### src/rtl/fic_pkg.sv
// constants, types and register map of the flash programming command controller
package fic_pkg;
    // register byte offsets
    localparam logic [7:0] FIC_OFS_CONTROL = 8'h00;
    localparam logic [7:0] FIC_OFS_ADDRESS = 8'h04;
    localparam logic [7:0] FIC_OFS_DATA    = 8'h08;
    localparam logic [7:0] FIC_OFS_COMMAND = 8'h0C;
    localparam logic [7:0] FIC_OFS_TRIGGER = 8'h10;
    localparam logic [7:0] FIC_OFS_DBASE   = 8'h14;
    localparam logic [7:0] FIC_OFS_ATIME   = 8'h18;
    localparam logic [7:0] FIC_OFS_CONFIG  = 8'h1C;

    // programming_control, trigger and access-time field positions
    localparam int FIC_CTL_EN    = 0;
    localparam int FIC_CTL_BOOT  = 1;
    localparam int FIC_CTL_APPLICATION_UPDATE_ENABLE = 3;
    localparam int FIC_CTL_CFGEN = 4;
    localparam int FIC_CTL_LOADER_UPDATE_ENABLE = 5;
    localparam int FIC_CTL_FAIL  = 6;
    localparam int FIC_TRG_GO    = 0;
    localparam int FIC_ATM_LOW_FREQUENCY_OPTIMISATION  = 4;

    // configuration word field positions
    localparam int FIC_CFG_CBS    = 7;
    localparam int FIC_CFG_BORST  = 20;
    localparam int FIC_CFG_BODEN  = 23;
    localparam int FIC_CFG_OSC_LO = 24;
    localparam int FIC_CFG_CKF    = 28;

    // clock source codes
    localparam logic [2:0] FIC_OSC_XTAL = 3'h0;
    localparam logic [2:0] FIC_OSC_IRC  = 3'h7;

    // reset values and fixed values
    localparam logic [31:0] FIC_RST_WORD   = 32'h0000_0000;
    localparam logic [31:0] FIC_DBASE_ADDR = 32'h0001_F000;
    localparam logic [31:0] FIC_ATIME_RST  = 32'h0000_0080;
    localparam logic [31:0] FIC_ATIME_MASK = 32'h0000_0010;
    localparam logic [31:0] FIC_CTL_WMASK  = 32'h0000_003B;

    // address map (byte addresses)
    localparam logic [31:0] FIC_APP_END    = 32'h0000_FFFF;
    localparam logic [31:0] FIC_DATA_START = 32'h0001_F000;
    localparam logic [31:0] FIC_DATA_END   = 32'h0001_FFFF;
    localparam logic [31:0] FIC_LDR_START  = 32'h0010_0000;
    localparam logic [31:0] FIC_LDR_END    = 32'h0010_0FFF;
    localparam logic [31:0] FIC_CFG_START  = 32'h0030_0000;
    localparam logic [31:0] FIC_CFG_END    = 32'h0030_0003;

    // command codes
    localparam logic [5:0] FIC_CMD_READ  = 6'h00;
    localparam logic [5:0] FIC_CMD_UID   = 6'h04;
    localparam logic [5:0] FIC_CMD_PROG  = 6'h21;
    localparam logic [5:0] FIC_CMD_ERASE = 6'h22;

    // operation kinds
    typedef enum logic [2:0] {
        FIC_OP_NONE,
        FIC_OP_READ,
        FIC_OP_UID,
        FIC_OP_PROG,
        FIC_OP_ERASE
    } fic_op_e;

    // request to the flash macro
    typedef struct packed {
        fic_op_e     op;
        logic [31:0] addr;
        logic [31:0] wdata;
        logic        low_freq;
    } fic_flash_req_s;

    // decoded configuration outputs
    typedef struct packed {
        logic       clock_filter_en;
        logic       osc_xtal;
        logic       osc_irc;
        logic       brownout_detect_on;
        logic       brownout_reset_on;
    } fic_cfg_out_s;
endpackage

### src/rtl/fic_controller.sv
// flash programming command controller: registers, checks, operation sequencer
// How it works
// - fail flag on disabled application self-update, loader self-update or bad address
// - writing 1 clears the fail flag, writing 0 leaves it
// - loader updates from application only while its update enable is 1
// - configuration updates from either area only while its enable is 1
// - application self-update only while its update enable is 1
// - boot select picks next boot; power-on loads inverted config boot bit
// - operations run only while programming is enabled
// - program uses data register; a read returns its word there
// - six-bit command decodes read, unique-ID read, program, page erase
// - trigger reads 1 while busy, cleared by hardware when done
// - data-area base reads 0x0001_F000 and is read-only
// - low-frequency optimisation bit enables the slow-clock access mode
// - config clock-filter bit: 0 disables, 1 enables the crystal filter
// - config clock source: 000 crystal, 111 internal RC oscillator
// - a trigger with an error starts nothing and sets the fail flag
`timescale 1ns/100ps
`default_nettype none
module fic_controller
(
    // clock and reset
    input  wire logic                    clk_sys,
    input  wire logic                    reset,
    input  wire logic                    power_on_reset,
    // register port
    input  wire logic [7:0]              reg_addr,
    input  wire logic [31:0]             reg_wdata,
    input  wire logic                    reg_write,
    input  wire logic                    reg_read,
    output logic [31:0]                  reg_rdata,
    // system state
    input  wire logic                    write_unlocked,
    input  wire logic                    running_in_loader,
    input  wire logic [31:0]             config_word,
    // flash macro
    output fic_pkg::fic_flash_req_s      flash_req,
    output logic                         flash_start,
    input  wire logic                    flash_done,
    input  wire logic [31:0]             flash_rdata,
    // decoded settings
    output logic                         boot_select,
    output logic                         low_frequency_optimisation,
    output fic_pkg::fic_cfg_out_s        cfg_out
);
    import fic_pkg::*;

    typedef enum logic [1:0] {FIC_ST_IDLE, FIC_ST_CHECK, FIC_ST_RUN} fic_state_e;
    localparam logic [31:0] FIC_CTL_STORED = FIC_CTL_WMASK & ~(32'h1 << FIC_CTL_BOOT);

    logic [31:0] control;
    logic        fail_flag;
    logic [31:0] programming_address;
    logic [31:0] programming_data;
    logic [5:0]  programming_command;
    logic        start_trigger;
    logic [31:0] access_time_control;
    fic_state_e  state;
    fic_op_e     cur_op;
    logic        cur_error;
    logic        boot_loaded;

    // decode the command field
    function automatic fic_op_e decode_cmd(input logic [5:0] c);
        case (c)
            FIC_CMD_READ:  decode_cmd = FIC_OP_READ;
            FIC_CMD_UID:   decode_cmd = FIC_OP_UID;
            FIC_CMD_PROG:  decode_cmd = FIC_OP_PROG;
            FIC_CMD_ERASE: decode_cmd = FIC_OP_ERASE;
            default:       decode_cmd = FIC_OP_NONE;
        endcase
    endfunction

    function automatic logic in_rng(input logic [31:0] a, input logic [31:0] lo,
                                    input logic [31:0] hi);
        in_rng = (a >= lo) && (a <= hi);
    endfunction

    ////////////////////////////////////////////////////////////////////////////
    // error check of the pending operation, evaluated from registers
    logic in_app, in_data, in_ldr, in_cfg, is_update, next_error;
    always_comb begin
        in_app    = programming_address <= FIC_APP_END;
        in_data   = in_rng(programming_address, FIC_DATA_START, FIC_DATA_END);
        in_ldr    = in_rng(programming_address, FIC_LDR_START, FIC_LDR_END);
        in_cfg    = in_rng(programming_address, FIC_CFG_START, FIC_CFG_END);
        is_update = (cur_op == FIC_OP_PROG) || (cur_op == FIC_OP_ERASE);
        next_error = 1'b0;
        if (cur_op == FIC_OP_NONE || !control[FIC_CTL_EN]) begin
            next_error = 1'b1;
        end else if (cur_op != FIC_OP_UID && !(in_app || in_data || in_ldr || in_cfg)) begin
            next_error = 1'b1;
        end else if (is_update && in_app && !running_in_loader
                     && !control[FIC_CTL_APPLICATION_UPDATE_ENABLE]) begin
            next_error = 1'b1;
        end else if (is_update && in_ldr && running_in_loader) begin
            next_error = 1'b1;
        end else if (is_update && in_ldr && !control[FIC_CTL_LOADER_UPDATE_ENABLE]) begin
            next_error = 1'b1;
        end else if (is_update && in_cfg && !control[FIC_CTL_CFGEN]) begin
            next_error = 1'b1;
        end
    end

    logic wr_ctl, wr_trg, wr_atm;
    assign wr_ctl = reg_write && reg_addr == FIC_OFS_CONTROL;
    assign wr_trg = reg_write && reg_addr == FIC_OFS_TRIGGER && write_unlocked;
    assign wr_atm = reg_write && reg_addr == FIC_OFS_ATIME && write_unlocked;

    ////////////////////////////////////////////////////////////////////////////
    // protected control bits, boot select kept through ordinary resets
    always_ff @(posedge clk_sys) begin
        if (reset) begin
            control <= FIC_RST_WORD;
        end else if (wr_ctl && write_unlocked) begin
            control <= reg_wdata & FIC_CTL_STORED; // boot and fail bits live apart
        end
    end

    // boot select: only power-on reloads it, so a software reset keeps it
    always_ff @(posedge clk_sys) begin
        if (power_on_reset) begin
            boot_loaded <= 1'b0;
        end else begin
            boot_loaded <= 1'b1;
        end
    end
    always_ff @(posedge clk_sys) begin
        if (power_on_reset) begin
            boot_select <= 1'b0;
        end else if (!boot_loaded) begin
            boot_select <= ~config_word[FIC_CFG_CBS];
        end else if (wr_ctl && write_unlocked) begin
            boot_select <= reg_wdata[FIC_CTL_BOOT];
        end
    end

    // fail flag: hardware set wins over a clear in the same cycle
    always_ff @(posedge clk_sys) begin
        if (reset) begin
            fail_flag <= 1'b0;
        end else if (state == FIC_ST_CHECK && next_error) begin
            fail_flag <= 1'b1;
        end else if (wr_ctl && reg_wdata[FIC_CTL_FAIL]) begin
            fail_flag <= 1'b0;
        end
    end

    ////////////////////////////////////////////////////////////////////////////
    // address, command and access-time registers
    always_ff @(posedge clk_sys) begin
        if (reset) begin
            programming_address <= FIC_RST_WORD;
            programming_command <= '0;
            access_time_control <= FIC_ATIME_RST;
        end else begin
            if (reg_write && reg_addr == FIC_OFS_ADDRESS) begin
                programming_address <= reg_wdata;
            end
            if (reg_write && reg_addr == FIC_OFS_COMMAND) begin
                programming_command <= reg_wdata[5:0];
            end
            if (wr_atm) begin
                access_time_control <= (access_time_control & ~FIC_ATIME_MASK)
                                     | (reg_wdata & FIC_ATIME_MASK);
            end
        end
    end
    assign low_frequency_optimisation = access_time_control[FIC_ATM_LOW_FREQUENCY_OPTIMISATION];

    // data register: software write or read-back from the array
    always_ff @(posedge clk_sys) begin
        if (reset) begin
            programming_data <= FIC_RST_WORD;
        end else if (state == FIC_ST_RUN && flash_done
                     && (cur_op == FIC_OP_READ || cur_op == FIC_OP_UID)) begin
            programming_data <= flash_rdata;
        end else if (reg_write && reg_addr == FIC_OFS_DATA) begin
            programming_data <= reg_wdata;
        end
    end

    ////////////////////////////////////////////////////////////////////////////
    // sequencer: trigger latches command, one cycle check, then run to done
    always_ff @(posedge clk_sys) begin
        if (reset) begin
            state         <= FIC_ST_IDLE;
            start_trigger <= 1'b0;
            cur_op        <= FIC_OP_NONE;
        end else begin
            case (state)
                FIC_ST_IDLE: begin
                    if (wr_trg && reg_wdata[FIC_TRG_GO]) begin
                        start_trigger <= 1'b1;
                        cur_op        <= decode_cmd(programming_command);
                        state         <= FIC_ST_CHECK;
                    end
                end
                FIC_ST_CHECK: begin
                    if (next_error) begin
                        start_trigger <= 1'b0;
                        state         <= FIC_ST_IDLE;
                    end else begin
                        state <= FIC_ST_RUN;
                    end
                end
                FIC_ST_RUN: begin
                    if (flash_done) begin
                        start_trigger <= 1'b0;
                        state         <= FIC_ST_IDLE;
                    end
                end
                default: begin
                    state <= FIC_ST_IDLE;
                end
            endcase
        end
    end

    // request to the macro, captured in the check cycle; start pulsed only if the check passes
    always_ff @(posedge clk_sys) begin
        if (reset) begin
            flash_start <= 1'b0;
            flash_req   <= '0;
        end else begin
            flash_start <= state == FIC_ST_CHECK && !next_error;
            if (state == FIC_ST_CHECK) begin
                flash_req.op       <= cur_op;
                flash_req.addr     <= programming_address;
                flash_req.wdata    <= programming_data;
                flash_req.low_freq <= low_frequency_optimisation;
            end
        end
    end

    ////////////////////////////////////////////////////////////////////////////
    // configuration word decode
    always_comb begin
        cfg_out.clock_filter_en    = config_word[FIC_CFG_CKF];
        cfg_out.osc_xtal           = config_word[FIC_CFG_OSC_LO +: 3] == FIC_OSC_XTAL;
        cfg_out.osc_irc            = config_word[FIC_CFG_OSC_LO +: 3] == FIC_OSC_IRC;
        cfg_out.brownout_detect_on = !config_word[FIC_CFG_BODEN];
        cfg_out.brownout_reset_on  = !config_word[FIC_CFG_BORST];
    end

    ////////////////////////////////////////////////////////////////////////////
    // read data, one cycle after the read strobe; unmapped reads give zero
    always_ff @(posedge clk_sys) begin
        if (reset || !reg_read) begin
            reg_rdata <= FIC_RST_WORD;
        end else if (reg_addr == FIC_OFS_CONTROL) begin
            reg_rdata <= control | (32'(boot_select) << FIC_CTL_BOOT)
                       | (32'(fail_flag) << FIC_CTL_FAIL);
        end else if (reg_addr == FIC_OFS_ADDRESS) begin
            reg_rdata <= programming_address;
        end else if (reg_addr == FIC_OFS_DATA) begin
            reg_rdata <= programming_data;
        end else if (reg_addr == FIC_OFS_COMMAND) begin
            reg_rdata <= {26'h0, programming_command};
        end else if (reg_addr == FIC_OFS_TRIGGER) begin
            reg_rdata <= {31'h0, start_trigger};
        end else if (reg_addr == FIC_OFS_DBASE) begin
            reg_rdata <= FIC_DBASE_ADDR;
        end else if (reg_addr == FIC_OFS_ATIME) begin
            reg_rdata <= access_time_control & FIC_ATIME_MASK;
        end else if (reg_addr == FIC_OFS_CONFIG) begin
            reg_rdata <= config_word;
        end else begin
            reg_rdata <= FIC_RST_WORD;
        end
    end
endmodule
`default_nettype wire

### config.mk
export PLATFORM = sky130hd
export DESIGN_NAME = fic_controller
export DESIGN_NICKNAME = d
export VERILOG_FILES = /design/src/rtl/fic_pkg.sv /design/src/rtl/fic_controller.sv
export SDC_FILE = /design/constraint.sdc
export NUM_CORES = 1
export LEC_CHECK = 0
export BUFFER_PORTS_ARGS = -buffer_cell sky130_fd_sc_hd__buf_2
export CAP_MARGIN = 20
export CORE_MARGIN = 5
export CORE_UTILIZATION = 25
export CTS_CLUSTER_SIZE = 30
export DETAILED_ROUTE_END_ITERATION = 8
export PLACE_DENSITY = 0.52
export SYNTH_ARGS = -nofsm -noshare
export SYNTH_HDL_FRONTEND = slang
export SYNTH_SLANG_ARGS = --single-unit
### constraint.sdc
create_clock -name clk_sys -period 1.9 [get_ports clk_sys]
set_input_delay 0.19 -clock clk_sys [delete_from_list [all_inputs] [get_ports clk_sys]]
set_output_delay 0.19 -clock clk_sys [all_outputs]
set_load 0.05 [all_outputs]
==> impl_metrics.csv <==
group,metric,value,unit
pwr,p_comb_frac,0.050,
worst_setup_path,crit_type,"reg -> reg",
floorplan,initial_core_util,0.253,
synthesis,syn_avg_cell_area,9.71,µm²
route,drt_iter0_drc,468,
sta,fin_worst_skew,15.2,ps
sta,slew_viol_final,0,
clocking,cts_tree,"built",
synthesis,yosysTopAreaCell,"dfxtp_1",
worst_setup_path,worstSetupEndpointType,"register",
route,dr.pass1.iters,5,
route,vias,6780,
pwr,p_per_area,754,mW/mm²
route,viasPerCell,4.59,
layout,fill_cells,3177,
floorplan,fp.dieW,186,µm
placed_design,gp_congestion,0.842,
synthesis,synth-edff-count,0,
worst_setup_path,crit_required,2280,ps
pwr,p_switching,1.92,mW
sta,relSlewSlack,0.479,
clocking,numCtsBuffers,17,
sta,hold_violations,0,
pwr,sw_frac_of_total,0.241,
worst_setup_path,critical-path-top-delay-family,"simple AND/OR/NAND/NOR gates",
grt,grt_pass1_vias,6767,
synthesis,synth_cells,795,
synthesis,synthFlopType,"dfxtp_1",
layout,stdcell_count,1477,
route,wl_per_cell,18.3,µm
placed_design,placed_area,0.00978,mm²
sta,worst_slack,-239,ps
sta,period_needed,2140,ps
pwr,power_frac_seq,0.488,
sta,timing.final.crit_share,1.13,
floorplan,core,0.0305,mm²
synthesis,syn_area,0.00772,mm²
layout,syn_to_final_growth,36.9,%
route,ant_nets,0,
sta,worst_slew_pin_slew,782,ps
status,violations,"negative setup slack",
worst_setup_path,startpoint_type,"register",
worst_setup_path,worstPathMaxFanout,4,
sta,rsz0062_at_grt,"yes",
route,drcViolationCount,0,
worst_setup_path,cp.arrival,2520,ps
clocking,cts_root_buf,"clkbuf_16",
grt,grt_pass1_wl,40.0,mm
grt,grt_max_degree,150,
sta,tns,-821,ps
sta,clock.fmax,467,MHz
layout,postLayoutCoreUtil,0.346,
worst_setup_path,worstPathCellList,"or4_4, o31ai_4, or3b_1, a32oi_2, and3_4, o22a_1",
sta,holdWs,17.0,ps
placed_design,port-buffer-count,219,
floorplan,rows,64,
placed_design,placed_cells,1430,
worst_setup_path,slowest_delay,560,ps
sta,setup_violations,4,
floorplan,die_y,186,µm
pwr,clock_power_share,0.462,
status,status,"complete, but fails checks",
clocking,cts.reportedPaths.clkPinSlew,70,ps
clocking,cts_max_path_buffers,2,
pwr,ir_worst_vdd,0.583,mV
worst_setup_path,crit_slowest_cell,"or4_4",
pwr,p_leak,4.19,nW
clocking,clk_latency,430,ps
clocking,cts-htree-levels,4,
synthesis,synth_warnings,0,
layout,nets,1182,
synthesis,synth_top_area_frac,0.480,
placed_design,dp_hpwl,20.0,mm
grt,overflow,0,
synthesis,ys_ff_latch,185,
grt,grt_usage,0.152,
worst_hold_path,holdCritPathClass,"in -> reg",
synthesis,synth_cell_types,58,
synthesis,ys_seq_area_frac,0.480,
floorplan,io_pins,220,
layout,final_area,0.0106,mm²
route,drt_wl_total,27.0,mm
worst_setup_path,worst-path-buf-inv,0,
grt,antenna_found_initial,3,
clocking,cts.sinks,185,
synthesis,synth.area.top_cells,"dfxtp_1, mux2i_1, nor2_1, a211oi_1, a21oi_2",
synthesis,async_flop_share,0,
floorplan,die-area,0.0345,mm²
layout,drive_above_1_share,0.386,
synthesis,synth_nets,910,
job,drv_cap,0,
layout,layout_common_cells,"buf_2, dfxtp_1, nor2_1, mux2i_1, buf_4",
layout,final_common_cell,"buf_2",
pwr,p_int,6.05,mW
[worst paths after layout]
path | startpoint | endpoint | slack, ps | cells past startpoint
setup / recovery | programming_address[9] | start_trigger | -240 | 6
hold / removal | config_word[22] | reg_rdata[22] | 20 | 3
setup reg to reg | programming_address[9] | start_trigger | -240 | 6
hold reg to reg | boot_loaded | boot_select | 450 | 1
[layer usage]
layer / wire length (µm) / track usage / part of all wire
met5: 27 / 0 / 0.0010
met3: 1650 / 0.0389 / 0.061
met2: 12900 / 0.251 / 0.48
met4: 452 / 0.0458 / 0.017
met1: 12000 / 0.197 / 0.44
[power groups by stage]
stage / logic, mW / clock network [mW] / registers [mW]
after floorplan: 0.140 / 0 / 3.98
after global placement: 0.380 / 0 / 3.97
after detailed placement: 0.380 / 0 / 3.97
after CTS: 0.404 / 3.78 / 3.88
after global routing: 0.433 / 3.95 / 3.88
final: 0.400 / 3.68 / 3.88
[Yosys cell counts (all sizes together), types with 2 or more instances]
library cell  number
inv               11
or2                5
nor2             142
dfxtp            185
a22oi              9
and2               4
a222oi            21
mux2i            113
mux2               6
nand2b             2
ha                 3
buf               32
nor2b              3
clkbuf            28
nand4              2
a21oi             45
o31a               3
o21a               3
nand2             82
nor4               9
a221oi             6
a2111oi            2
nand3              4
or4                4
and3               4
a211oi            35
nor3               8
o21ai              4
[cell families (layout without fill, tap and decap cells)]
family / count (synthesis) / in the layout / synth area share
flip-flops: 185 / 185 / 0.480
other: 0 / 1 / 0
multiplexers: 119 / 119 / 0.155
adder cells (fa/ha/maj): 3 / 3 / 0.00486
AND/OR/NAND/NOR: 280 / 280 / 0.172
XOR/XNOR: 1 / 1 / 0.00113
buffers and inverters: 71 / 356 / 0.0470
AO/OA/AOI/OAI: 136 / 136 / 0.140
[flip-flops by register name, indices dropped and copies added, names as in the netlist]
register	flops
programming_command	6
cur_op	3
control	4
programming_data	32
fail_flag	1
flash_req	68
reg_rdata	32
boot_loaded	1
state	2
access_time_control	1
programming_address	32
flash_start	1
start_trigger	1
boot_select	1
[final cells by class]
| class | count | area [µm²] | share of cell area |
|---|---|---|---|
| clock inverter | 14 | 163 | 0.0154 |
| multi-input combinational | 539 | 3710 | 0.351 |
| tap | 396 | 495 | 0.0469 |
| antenna | 1 | 2.50 | 0.000237 |
| sequential | 185 | 3700 | 0.351 |
| timing repair buffer | 313 | 2010 | 0.190 |
| clock buffer | 18 | 439 | 0.0416 |
| inverter | 11 | 41.3 | 0.00391 |
[metrics by stage]
stage	setup WS, ps	power, mW
global route	-318	8.26
floorplan	-157	4.12
finish	-239	7.97
global placement	-365	4.35
detailed placement	-371	4.35
CTS	-217	8.07
[worst min-delay path, cell delays in order]
cell	delay, ps
buf_2	80
a222oi_1	50
nor2_1	90
[what timing repair did]
| action | CTS | global route |
|---|---|---|
| pin swaps | 8 | 2 |
| setup endpoints to repair | 7 | 36 |
| setup buffers | 0 | 0 |
| hold buffers | 14 | 1 |
| endpoints found under the hold margin | 15 | 1 |
| resized for setup | 7 | 1 |
No activity file was read; power rests on OpenSTA's default activity.
